===== src/design/ftc_params.svh =====
// Operation
// - flash fetch stretches core cycle 1..4
// - flash speed is slower of both settings
// - leaving flash restores earlier core divisor for one core cycle
// - table read takes 1..4 core cycles
// - write time base divides core clock
// - divisor codes map 2..128, upper reserved
`ifndef FTC_PARAMS_SVH
`define FTC_PARAMS_SVH
// register indices on the plain port
`define FTC_ADDR_W      4
`define FTC_CFG_ADDR    4'h0
`define FTC_STAT_ADDR   4'h1
// config fields
`define FTC_WAIT_MSB    7
`define FTC_WAIT_LSB    6
`define FTC_RDC_MSB     5
`define FTC_RDC_LSB     4
`define FTC_WDIV_MSB    3
`define FTC_WDIV_LSB    0
// slowest, safest setting until software tunes it
`define FTC_CFG_RST     8'hfc
// last non-reserved divisor code
`define FTC_WDIV_MAXOK  4'hc
// status bit positions
`define FTC_ST_FLASH    7
`define FTC_ST_RDBUSY   6
`define FTC_ST_RSVD     5
`endif


===== src/design/ftc_pkg.sv =====
package ftc_pkg;
  // configuration register layout
  typedef struct packed {
    logic [1:0] flash_exec_wait_sel;
    logic [1:0] flash_read_cycles_sel;
    logic [3:0] flash_write_divisor_sel;
  } ftc_cfg_s;
  // table read sequencer
  typedef enum logic [0:0] {
    FTC_RD_IDLE = 1'b0,
    FTC_RD_BUSY = 1'b1
  } ftc_rd_e;
  typedef logic [8:0] ftc_wdiv_t;
endpackage


===== src/design/ftc_timing.sv =====
// The plain strobed port and the address map are this design's own decisions.
`include "ftc_params.svh"
module ftc_timing (
  // clock and reset
  input  wire logic                   ref_clk_in,
  input  wire logic                   sys_rst_in,
  // register port
  input  wire logic [`FTC_ADDR_W-1:0] reg_addr_in,
  input  wire logic [7:0]             reg_wdata_in,
  input  wire logic                   reg_wr_in,
  input  wire logic                   reg_rd_in,
  output logic      [7:0]             reg_rdata_out,
  // core side
  input  wire logic                   exec_from_flash_in,
  input  wire logic [3:0]             core_speed_divisor_in,
  input  wire logic                   tbl_read_req_in,
  // timing outputs
  output logic                        core_clk_en_out,
  output logic                        tbl_read_busy_out,
  output logic                        tbl_read_done_out,
  output logic                        flash_wr_tick_out
);
  // config register and next value
  ftc_pkg::ftc_cfg_s flash_timing_config_ff, nxt_flash_timing_config;
  logic [7:0]        rdata_ff, nxt_rdata;       // read data, one cycle late
  // core clock divider state
  logic [3:0]        core_cnt_ff, nxt_core_cnt;
  logic [3:0]        eff_div_ff, nxt_eff_div;   // system cycles per core cycle
  logic [3:0]        saved_div_ff, nxt_saved_div;
  logic              in_flash_ff, nxt_in_flash;
  // table read state
  ftc_pkg::ftc_rd_e  rd_state_ff, nxt_rd_state;
  logic [1:0]        rd_cnt_ff, nxt_rd_cnt;
  logic              rd_done_ff, nxt_rd_done;
  // write time base state
  ftc_pkg::ftc_wdiv_t wcnt_ff, nxt_wcnt;
  logic              wtick_ff, nxt_wtick;
  // combinational helpers
  logic              core_en;
  logic [3:0]        ram_div, wait_div, flash_div;
  ftc_pkg::ftc_wdiv_t wdiv;
  logic              wdiv_rsvd;

  // divisor zero would wrap to a 16-cycle core period, so treat it as one
  always_comb
  begin
    ram_div   = (core_speed_divisor_in == 4'h0) ? 4'h1 : core_speed_divisor_in;
    wait_div  = {2'h0, flash_timing_config_ff.flash_exec_wait_sel} + 4'h1;
    flash_div = (wait_div > ram_div) ? wait_div : ram_div;
    core_en   = (core_cnt_ff >= eff_div_ff - 4'h1);
  end

  // write divisor lookup; reserved codes still divide as encoded
  always_comb
  begin
    wdiv_rsvd = (flash_timing_config_ff.flash_write_divisor_sel > `FTC_WDIV_MAXOK);
    case (flash_timing_config_ff.flash_write_divisor_sel)
      4'h0:    wdiv = 9'h002;
      4'h1:    wdiv = 9'h003;
      4'h2:    wdiv = 9'h004;
      4'h3:    wdiv = 9'h006;
      4'h4:    wdiv = 9'h008;
      4'h5:    wdiv = 9'h00c;
      4'h6:    wdiv = 9'h010;
      4'h7:    wdiv = 9'h018;
      4'h8:    wdiv = 9'h020;
      4'h9:    wdiv = 9'h030;
      4'ha:    wdiv = 9'h040;
      4'hb:    wdiv = 9'h060;
      4'hc:    wdiv = 9'h080;
      4'hd:    wdiv = 9'h0c0;
      4'he:    wdiv = 9'h100;
      default: wdiv = 9'h180;
    endcase
  end

  // register port next values
  always_comb
  begin
    nxt_flash_timing_config = flash_timing_config_ff;
    nxt_rdata               = 8'h00;
    if (reg_wr_in && reg_addr_in == `FTC_CFG_ADDR)
    begin
      nxt_flash_timing_config = reg_wdata_in;
    end
    if (reg_rd_in)
    begin
      case (reg_addr_in)
        `FTC_CFG_ADDR:  nxt_rdata = flash_timing_config_ff;
        `FTC_STAT_ADDR: nxt_rdata = {in_flash_ff, rd_state_ff == ftc_pkg::FTC_RD_BUSY, wdiv_rsvd,
                                     1'b0, eff_div_ff};
        default:        nxt_rdata = 8'h00; // unmapped reads as zero
      endcase
    end
  end

  // core clock divider; divisor only changes at a core cycle boundary
  always_comb
  begin
    nxt_core_cnt  = core_en ? 4'h0 : core_cnt_ff + 4'h1;
    nxt_eff_div   = eff_div_ff;
    nxt_saved_div = saved_div_ff;
    nxt_in_flash  = in_flash_ff;
    if (core_en)
    begin
      nxt_in_flash = exec_from_flash_in;
      if (exec_from_flash_in)
      begin
        nxt_eff_div = flash_div;
        if (!in_flash_ff)
        begin
          nxt_saved_div = eff_div_ff; // remember divisor on entry
        end
      end
      else if (in_flash_ff)
      begin
        nxt_eff_div = saved_div_ff;
      end
      else
      begin
        nxt_eff_div = ram_div;
      end
    end
  end

  // table read: counts core cycles set by the read code
  always_comb
  begin
    nxt_rd_state = rd_state_ff;
    nxt_rd_cnt   = rd_cnt_ff;
    nxt_rd_done  = 1'b0;
    case (rd_state_ff)
      ftc_pkg::FTC_RD_IDLE:
      begin
        if (tbl_read_req_in)
        begin
          nxt_rd_state = ftc_pkg::FTC_RD_BUSY;
          nxt_rd_cnt   = 2'h0;
        end
      end
      ftc_pkg::FTC_RD_BUSY:
      begin
        if (core_en)
        begin
          if (rd_cnt_ff == flash_timing_config_ff.flash_read_cycles_sel)
          begin
            nxt_rd_state = ftc_pkg::FTC_RD_IDLE;
            nxt_rd_done  = 1'b1;
          end
          else
          begin
            nxt_rd_cnt = rd_cnt_ff + 2'h1;
          end
        end
      end
      default: nxt_rd_state = ftc_pkg::FTC_RD_IDLE;
    endcase
  end

  // erase/write time base, one tick per wdiv core cycles
  always_comb
  begin
    nxt_wcnt  = wcnt_ff;
    nxt_wtick = 1'b0;
    if (core_en)
    begin
      if (wcnt_ff >= wdiv - 9'h001)
      begin
        nxt_wcnt  = 9'h000;
        nxt_wtick = 1'b1;
      end
      else
      begin
        nxt_wcnt = wcnt_ff + 9'h001;
      end
    end
  end

  // all state registers except the checking helper
  always_ff @(posedge ref_clk_in or posedge sys_rst_in)
  begin
    if (sys_rst_in)
    begin
      flash_timing_config_ff <= `FTC_CFG_RST;
      rdata_ff               <= 8'h00;
      core_cnt_ff            <= 4'h0;
      eff_div_ff             <= 4'h1;
      saved_div_ff           <= 4'h1;
      in_flash_ff            <= 1'b0;
      rd_state_ff            <= ftc_pkg::FTC_RD_IDLE;
      rd_cnt_ff              <= 2'h0;
      rd_done_ff             <= 1'b0;
      wcnt_ff                <= 9'h000;
      wtick_ff               <= 1'b0;
    end
    else
    begin
      flash_timing_config_ff <= nxt_flash_timing_config;
      rdata_ff               <= nxt_rdata;
      core_cnt_ff            <= nxt_core_cnt;
      eff_div_ff             <= nxt_eff_div;
      saved_div_ff           <= nxt_saved_div;
      in_flash_ff            <= nxt_in_flash;
      rd_state_ff            <= nxt_rd_state;
      rd_cnt_ff              <= nxt_rd_cnt;
      rd_done_ff             <= nxt_rd_done;
      wcnt_ff                <= nxt_wcnt;
      wtick_ff               <= nxt_wtick;
    end
  end

  // outputs
  assign reg_rdata_out     = rdata_ff;
  assign core_clk_en_out   = core_en;
  assign tbl_read_busy_out = (rd_state_ff == ftc_pkg::FTC_RD_BUSY);
  assign tbl_read_done_out = rd_done_ff;
  assign flash_wr_tick_out = wtick_ff;

  // checking helper: core enables seen during a table read
  logic [2:0] chk_rd_ff, nxt_chk_rd;
  // idle clears the count, so each read starts from zero
  always_comb
  begin
    nxt_chk_rd = chk_rd_ff;
    if (rd_state_ff == ftc_pkg::FTC_RD_IDLE)
    begin
      nxt_chk_rd = 3'h0;
    end
    else if (core_en)
    begin
      nxt_chk_rd = chk_rd_ff + 3'h1;
    end
  end
  // helper register only
  always_ff @(posedge ref_clk_in or posedge sys_rst_in)
  begin
    if (sys_rst_in)
    begin
      chk_rd_ff <= 3'h0;
    end
    else
    begin
      chk_rd_ff <= nxt_chk_rd;
    end
  end
endmodule


===== config.mk =====
export PLATFORM = sky130hd
export DESIGN_NAME = ftc_timing
export DESIGN_NICKNAME = d
export VERILOG_FILES = /design/src/design/ftc_pkg.sv /design/src/design/ftc_timing.sv
export VERILOG_INCLUDE_DIRS = /design/src /design/src/design
export SDC_FILE = /design/constraint.sdc
export NUM_CORES = 1
export LEC_CHECK = 0
export BUFFER_PORTS_ARGS = -buffer_cell sky130_fd_sc_hd__buf_2
export CORE_MARGIN = 4
export CORE_UTILIZATION = 35
export DETAILED_ROUTE_END_ITERATION = 8
export HOLD_SLACK_MARGIN = 0.02
export MAX_ROUTING_LAYER = met4
export PLACE_DENSITY_LB_ADDON = 0.15
export SLEW_MARGIN = 15
export SYNTH_ARGS = -nofsm -noshare
export SYNTH_HDL_FRONTEND = slang
export SYNTH_SLANG_ARGS = --single-unit

===== constraint.sdc =====
create_clock -name ref_clk_in -period 6.1 [get_ports ref_clk_in]
set_input_delay 1.22 -clock ref_clk_in [delete_from_list [all_inputs] [get_ports ref_clk_in]]
set_output_delay 1.22 -clock ref_clk_in [all_outputs]
set_load 0.01 [all_outputs]

==> flow_summary.toml, run 1 <==
[pwr]
total_power_mw = 1.32
p_int_mw = 0.759
ir_drop_v = 0.000231
swShare_pct = 42.4
powerDensity_nw_per_um2 = 463
leakage_nw = 1.38
p_switching_mw = 0.559
combPwrFrac_pct = 49.4
pwr-share-clk_pct = 13.4
p_seq_share_pct = 37.2

[route]
vias = 1888
drtIter0Drc = 47
drc = 0
wl_per_cell_um = 13.9
drtAntennaViolNets = 0
routed_wl_um = 5240
first_pass_iters = 4
viasPerCell = 5.02

[layout]
syn_to_final_growth_pct = 13.8
nets = 322
drive_gt1_share_pct = 24.3
n_antenna_cell = 0

[critical_path]
path_delay_family = "flip-flops"
critical_path.startpoint_type = "flop"
crit_top_cell = "ha_1"
worst-path-buf-inv = 3
worstPathArrival_ns = 2.45
crit_type = "flop to primary output"
rr_worst_depth = 13
slowest_stage = "dfstp_2"
path_cells = "inv_1 > ha_1 > xnor2_1 > ha_1 > or2_1 > a21oi_2 > a21o_4 > inv_2 > buf_2"
worst-path-max-fanout = 18
max_stage_delay_ns = 0.57
end_kind = "primary output"
path_depth = 9
worst_ep_required_time_ns = 4.88

[cts]
cts_resized = 0
numCtsBuffers = 5
cts_hold_buf = 0
clk_root_buffer_cell = "clkbuf_8"
cts.path.max_buffers = 2
cts.sinks = 43
cts_tree = "done"
clk_pin_slew_ns = 0.07
post-cts-setup-buffers = 0
htreeDepth = 2
clock_latency_ns = 0.29

[yosys]
synthDominantCellAreaShare_pct = 35.0
synth_cell_types = 45
synth_ff_type = "dfrtp_1"
synth_area_um2 = 2500
avgSynthCellArea_um2 = 10.2
synth_warnings = 0
synthTopCellsByCount = "dfrtp_1, ha_1, nor2_1, nand2_1, o21ai_0"
syn_inst = 245
synth_edf_count = 0
synth_area_leaders = "dfrtp_1, ha_1, dfstp_2"
async_reset_ff_share_pct = 100
ys_seq_area_share_pct = 43.4
yosysMostFrequentCell = "dfrtp_1"
ys_ff_latch = 43
synth_area_leader_cell = "dfrtp_1"
syn_nets = 288

[timing]
slew_headroom_pct = 36.4
finalHoldViolCount = 0
max_freq_mhz = 272
finalSetupViolCount = 0
period_share_pct = 60.2
clock_skew_ns = 0.00567
post-route-min-period_ns = 3.67
tightest_slew_ns = 0.947
setup_tns_ns = 0
slew_violations = 0
rsz0062_at_grt = "no"

[placed_design]
place_congestion = 0.735
place_hpwl_um = 3890
place.port_buffers = 33

[die]
rows = 30
start_util_pct = 36.4
die-area_um2 = 8570
boundaryPins = 34
chipHeight_um = 92.6
die-width_um = 92.6
core_area_um2 = 6870

[grt]
grt_overflow_total = 0
grt_pass1_vias = 1888
grt_max_degree = 44
grt_pass1_wl_um = 9130
antenna_found_initial = 0
track_usage_pct = 13.7

[flow_run]
cap_viol_max_count = 0

[run_status]
status = "completed"

[worst_hold_path]
hp-class = "flop to flop"
hold_path_depth = 1
sequential cells by signal, summed over array words and instances, names as in the netlist, 2 cells and up:
| register | cells |
|---|---|
| rd_cnt_ff | 2 |
| wcnt_ff | 9 |
| saved_div_ff | 4 |
| eff_div_ff | 4 |
| reg_rdata_out | 8 |
| core_cnt_ff | 4 |
| flash_timing_config_ff | 8 |
power groups by stage:
stage | combinational (mW) | sequential, mW | clock (mW)
3_5_place_dp | 0.664 | 0.499 | 0
6_report | 0.651 | 0.491 | 0.177
4_1_cts | 0.665 | 0.494 | 0.186
2_1_floorplan | 0.550 | 0.452 | 0
3_3_place_gp | 0.652 | 0.498 | 0
5_1_grt | 0.753 | 0.511 | 0.200
cell usage in the layout, fill, tap and decap left out, drive strengths merged, types with 11 or more instances in the layout:
cell	netlist	final
ha	21	21
a22o	13	13
inv	12	11
dfrtp	35	35
buf	2	34
nor2b	11	11
nand2	17	17
o21ai	18	18
mux2	13	13
nor2	20	20
metrics by stage:
step | cell area, µm² | instances | worst slack (ns) | utilization, % | hold WS, ns
after floorplan | 2500 | 245 | 3.00 | - | 0.455
after global placement | 2770 | 368 | 2.77 | 40.3 | 0.487
after detailed placement | 2770 | 368 | 2.71 | 40.3 | 0.488
after CTS | 2850 | 376 | 2.39 | 41.5 | 0.499
after global routing | 2850 | 376 | 2.25 | 41.5 | 0.519
final | 2850 | 376 | 2.43 | 41.5 | 0.489
layer usage:
layer	part of all wire [%]	up-vias	global-route usage, %
met4	1.4	0	4.83
met2	48	28	21.3
li1	-	947	-
met5	0	-	-
met3	2.9	8	2.76
met1	48	905	17.8
worst paths after layout:
check | slack, ns | start | to
max | 2.43 | eff_div_ff[0] | core_clk_en_out
min | 0.49 | core_cnt_ff[0] | core_cnt_ff[0]
max reg2reg | 2.83 | flash_timing_config_ff[2] | wcnt_ff[0]
min reg2reg | 0.49 | core_cnt_ff[0] | core_cnt_ff[0]
min in group asynchronous | 1.05 | sys_rst_in | wcnt_ff[4]
max in group asynchronous | 4.67 | sys_rst_in | eff_div_ff[0]
logic make-up (layout without fill, tap and decap cells):
group,after synthesis,after routing,share of synthesized area (%)
simple gates,80,80,16.4
compound gates,54,54,15.3
flops,43,43,43.4
fa+ha+maj,21,21,10.5
mux,20,20,8.65
buf+inv,19,54,2.95
xor+xnor,8,8,2.80
worst reg2reg max path, cell delays in order (launching register included):
cell      delay, ns
dfstp_2        0.70
nor2_1         0.12
nand2_1        0.13
ha_1           0.32
nand2b_1       0.14
nand3b_1       0.10
o21ai_0        0.08
a21oi_1        0.18
ha_1           0.27
a211oi_1       0.23
o21bai_1       0.11
a211o_1        0.42
nor2_4         0.24
mux2_2         0.18
final cells by class:
class / count / area, µm²
clock buffer: 7 / 76.3
clock inverter: 1 / 5.00
fill: 703 / 4020
inverter: 12 / 45.0
multi-input combinational: 183 / 1340
sequential: 43 / 1090
tap: 96 / 120
timing repair buffer: 34 / 173
Power figures use the tool's default switching activity.
==> run 2, diff against run 1 <==
ABC_AREA = 1   (was unset)
clock period = 3.1 ns   (was 6.1 ns; I/O delays follow)
==> flow_summary.toml, run 2 <==
[cts]
cts_resized = 0
cts.path.max_buffers = 2
cts_hold_buf = 0
clock_latency_ns = 0.29
clk_pin_slew_ns = 0.09
cts_tree = "done"
htreeDepth = 2
numCtsBuffers = 5
cts.sinks = 43
clk_root_buffer_cell = "clkbuf_8"
post-cts-setup-buffers = 0

[pwr]
powerDensity_nw_per_um2 = 916
leakage_nw = 1.74
p_switching_mw = 1.35
p_seq_share_pct = 32.8
p_int_mw = 1.45
swShare_pct = 48.1
pwr-share-clk_pct = 12.6
total_power_mw = 2.80
ir_drop_v = 0.000357
combPwrFrac_pct = 54.6

[yosys]
synth_area_leaders = "dfrtp_1, nand2_1, ha_1"
synth_area_um2 = 2710
yosysMostFrequentCell = "nand2_1"
synth_area_leader_cell = "dfrtp_1"
ys_ff_latch = 43
ys_seq_area_share_pct = 40.0
synth_ff_type = "dfrtp_1"
avgSynthCellArea_um2 = 7.71
synth_edf_count = 0
synthDominantCellAreaShare_pct = 32.3
syn_inst = 352
synth_warnings = 0
synth_cell_types = 32
syn_nets = 395
synthTopCellsByCount = "nand2_1, inv_1, dfrtp_1, nand3_1, nor2_1"
async_reset_ff_share_pct = 100

[critical_path]
critical_path.startpoint_type = "flop"
worst_ep_required_time_ns = 2.48
end_kind = "primary output"
crit_type = "flop to primary output"
slowest_stage = "dfstp_2"
rr_endpoint = "wcnt_ff[1]"
rr_worst_depth = 14
rr_startpoint = "flash_timing_config_ff[3]"
worstPathArrival_ns = 2.03
max_stage_delay_ns = 0.56
r2r_setup_slack_ns = 0.53
worst-path-max-fanout = 4
path_cells = "inv_1 > ha_1 > ha_1 > inv_1 > o21bai_1 > nand3_1 > nand3_2 > buf_2"

[route]
wl_per_cell_um = 12.8
vias = 2312
viasPerCell = 4.74
routed_wl_um = 6220
drtAntennaViolNets = 0
drc = 0
drtIter0Drc = 94
first_pass_iters = 4

[timing]
max_freq_mhz = 377
post-route-min-period_ns = 2.65
setup_tns_ns = 0
rsz0062_at_grt = "no"
setup_slack_ns = 0.445
clock_skew_ns = 0.00533
period_share_pct = 85.6
finalHoldViolCount = 0
holdWs_ns = 0.389
slew_violations = 0
slew_headroom_pct = 41.3
tightest_slew_ns = 0.876
finalSetupViolCount = 0

[layout]
largest_reg_flops = 9
syn_to_final_growth_pct = 12.8
nets = 431
final_cell_mix = "nand2_1, inv_1, dfrtp_1"
nFillCells = 774
n_antenna_cell = 0
final_cell_count_no_fill = 488
final_common_cell = "nand2_1"
largest-register = "wcnt_ff"
drive_gt1_share_pct = 15.7

[run_status]
status = "completed"

[flow_run]
cap_viol_max_count = 0

[grt]
grt_overflow_total = 0
grt_pass1_vias = 2217
antenna_found_initial = 0
grt_pass1_wl_um = 10700
grt_max_degree = 27
track_usage_pct = 15.3

[die]
die-width_um = 96.1
rows = 31
die-area_um2 = 9230
chipHeight_um = 96.1
start_util_pct = 36.6
boundaryPins = 34
core_area_um2 = 7410

[worst_hold_path]
hp-class = "input pin to async pin"

[placed_design]
place.port_buffers = 33
place_congestion = 0.829
place_hpwl_um = 4780
pre_cts_ws_ns = 0.545
placedCellCount = 480
-- run 2: critical path, delay by kind of cell, from the launching register on --
kind,cells,cell delay [ns]
compound gates,1,0.12
fa+ha+maj,2,0.59
buf+inv,3,0.26
flops,1,0.56
simple gates,2,0.21
-- run 2: cells by family (layout without fill, tap and decap cells) --
| logic type | after synthesis | count (layout) | synth area share, % |
|---|---|---|---|
| muxes | 1 | 1 | 0.369 |
| adders and majority gates | 21 | 21 | 9.68 |
| buffers and inverters | 58 | 95 | 8.67 |
| DFF | 43 | 43 | 40.0 |
| AOI/OAI and AO/OA | 38 | 38 | 7.88 |
| and+or+nand+nor | 179 | 179 | 29.5 |
| xor gates and xnor gates | 12 | 12 | 3.87 |
-- run 2: how the worst max path moves through the flow --
stage	to	depth (start not counted)	slack, ns	startpoint
after floorplan	core_clk_en_out	8	0.74	eff_div_ff[0]
final	core_clk_en_out	8	0.45	eff_div_ff[0]
after global placement	wcnt_ff[1]	14	0.64	flash_timing_config_ff[3]
after detailed placement	wcnt_ff[1]	14	0.54	flash_timing_config_ff[3]
after global routing	wcnt_ff[1]	14	0.26	flash_timing_config_ff[3]
after CTS	core_clk_en_out	8	0.42	eff_div_ff[0]
-- run 2: stage by stage --
step | utilization (%) | instance area (µm²)
4_1_cts | 41.3 | 3060
5_1_grt | 41.3 | 3060
3_3_place_gp | 40.2 | 2980
3_5_place_dp | 40.2 | 2980
2_1_floorplan | - | 2710
6_report | 41.3 | 3060
-- run 2: power groups by stage --
stage / Combinational [mW] / Sequential [mW] / Clock [mW]
after global routing: 1.82 / 0.946 / 0.393
final: 1.53 / 0.919 / 0.353
after floorplan: 1.23 / 0.884 / 0
after global placement: 1.53 / 0.930 / 0
after detailed placement: 1.55 / 0.930 / 0
after CTS: 1.55 / 0.922 / 0.368
-- run 2: cell type report --
cell class / count / area (µm²) / area share [%]
Multi-Input combinational cell: 251 / 1390 / 45.5
Sequential cell: 43 / 1090 / 35.5
Inverter: 52 / 195 / 6.38
Timing Repair Buffer: 35 / 180 / 5.88
Tap cell: 99 / 124 / 4.05
Clock buffer: 5 / 68.8 / 2.25
Clock inverter: 3 / 15.0 / 0.490
-- run 2: routing by layer --
layer	track usage [%]	vias up	wire [µm]
met2	22.7	38	2750
li1	-	1210	-
met1	21.8	1060	3250
met3	1.95	4	185
met5	-	-	0
met4	4.27	0	45
==> run 3, diff against run 2 <==
ABC_AREA = unset   (was 1)
==> flow_summary.toml, run 3 (synthesis gave the netlist of run 1 again) <==
[cts]
clk_root_buffer_cell = "clkbuf_8"
htreeDepth = 2
clock_latency_ns = 0.30
clk_pin_slew_ns = 0.09
cts.sinks = 43
cts_tree = "done"
cts.path.max_buffers = 2
numCtsBuffers = 5

[route]
dr_wl_met3_um = 129
wl_met1_um = 2630
met2WireLength_um = 2650
viasPerCell = 4.97
drtAntennaViolNets = 0
drc = 0
first_pass_iters = 4
top_layer_used = "met4"
vias = 1934
wl_per_cell_um = 14.1
routed_wl_um = 5500
drtIter0Drc = 63

[critical_path]
rr_startpoint = "flash_timing_config_ff[0]"
rr_worst_depth = 13
startpoint = "eff_div_ff[0]"
worstPathArrival_ns = 2.28
end_kind = "primary output"
crit_type = "flop to primary output"
worst-path-max-fanout = 10
r2r_setup_slack_ns = 0.29
critical_path.startpoint_type = "flop"
worst_ep_required_time_ns = 2.48

[pwr]
total_power_mw = 2.89
p_seq_share_pct = 32.5
p_switching_mw = 1.18
powerDensity_nw_per_um2 = 964
combPwrFrac_pct = 51.5
leakage_nw = 1.47
swShare_pct = 40.6
p_int_mw = 1.72
pwr-share-clk_pct = 16.0
ir_drop_v = 0.000330

[placed_design]
pre_cts_ws_ns = 0.0629
place.port_buffers = 33
place_hpwl_um = 4020
place_congestion = 0.784

[die]
core_area_um2 = 6870
start_util_pct = 36.4
boundaryPins = 34
die-area_um2 = 8570
rows = 30
chipHeight_um = 92.6
die-width_um = 92.6

[layout]
nFillCells = 679
n_antenna_cell = 0
drive_gt1_share_pct = 30.4
largest_reg_flops = 9
largest-register = "wcnt_ff"
syn_to_final_growth_pct = 19.9
final_cell_mix = "dfrtp_1, buf_2, ha_1"
register_area_um2 = 1090
nets = 335
multiInputGateArea_um2 = 1370

[grt]
grt_max_degree = 21
grt_pass1_vias = 1982
antenna_found_initial = 0
track_usage_pct = 14.1
grt_overflow_total = 0
grt_pass1_wl_um = 9350

[timing]
period_share_pct = 93.7
tightest_slew_ns = 0.745
finalHoldViolCount = 0
slew_headroom_pct = 50.1
max_freq_mhz = 344
setup_slack_ns = 0.195
slew_violations = 0
rsz0062_at_grt = "no"
clock_skew_ns = 0.00741
post-route-min-period_ns = 2.90
setup_tns_ns = 0
finalSetupViolCount = 0
holdWs_ns = 0.342

[run_status]
status = "completed"

[flow_run]
cap_viol_max_count = 0

[worst_hold_path]
hp-class = "input pin to async pin"
## run 3: cell count changes in the layout (fill, tap and decap cells not counted), moves of 13 or more
cell | before | now
nor2_1 | 32 | 18
a22o_1 | 0 | 13
mux2_2 | 0 | 13
inv_1 | 50 | 10
nand2_1 | 91 | 17
nand3_1 | 32 | 9
## run 3: per-layer routing
layer,vias to the layer above,track usage (%)
met5,-,-
met4,0,5.20
met3,8,2.76
met2,25,22.4
met1,928,17.7
li1,973,-
## run 3: worst paths after layout
path / endpoint
setup / recovery: core_clk_en_out
hold / removal: core_cnt_ff[3]
setup reg to reg: wcnt_ff[0]
hold reg to reg: core_cnt_ff[0]
max in group asynchronous: eff_div_ff[0]
min in group ref_clk_in: core_cnt_ff[0]
## run 3: through the flow
step	utilization (%)	std cells	area, µm²
2_1_floorplan	-	245	2500
3_3_place_gp	41.2	376	2830
3_5_place_dp	41.2	376	2830
4_1_cts	42.9	384	2950
5_1_grt	43.7	389	3000
6_report	43.7	389	3000
## run 3: worst max-delay path, cell delays in order, from the launching register on
cell	delay [ns]
dfstp_2	0.60
inv_1	0.08
ha_1	0.20
xnor2_1	0.12
ha_1	0.26
or2_1	0.22
a21oi_2	0.16
a21o_4	0.16
inv_2	0.05
buf_2	0.13
## run 3: layout make-up
| cell class | instances | area share [%] |
|---|---|---|
| clock buffers | 6 | 2.75 |
| clock inverters | 2 | 1.17 |
| inverters | 12 | 1.50 |
| multi-input cells | 184 | 45.6 |
| flip-flops and latches | 43 | 36.2 |
| well taps | 96 | 4.00 |
| repair buffers | 46 | 8.75 |
## run 3: what timing repair did
action                     in CTS  in global routing
hold buffers                    0                  0
buffers inserted                0                  4
gates resized for setup         0                  9
setup endpoints to repair       0                 11
## run 3: power by group through the flow
stage	logic, mW	clock network [mW]	registers (mW)
6_report	1.49	0.463	0.941
5_1_grt	1.71	0.498	0.974
4_1_cts	1.41	0.483	0.937
3_5_place_dp	1.40	0	0.948
3_3_place_gp	1.37	0	0.945
2_1_floorplan	1.08	0	0.889
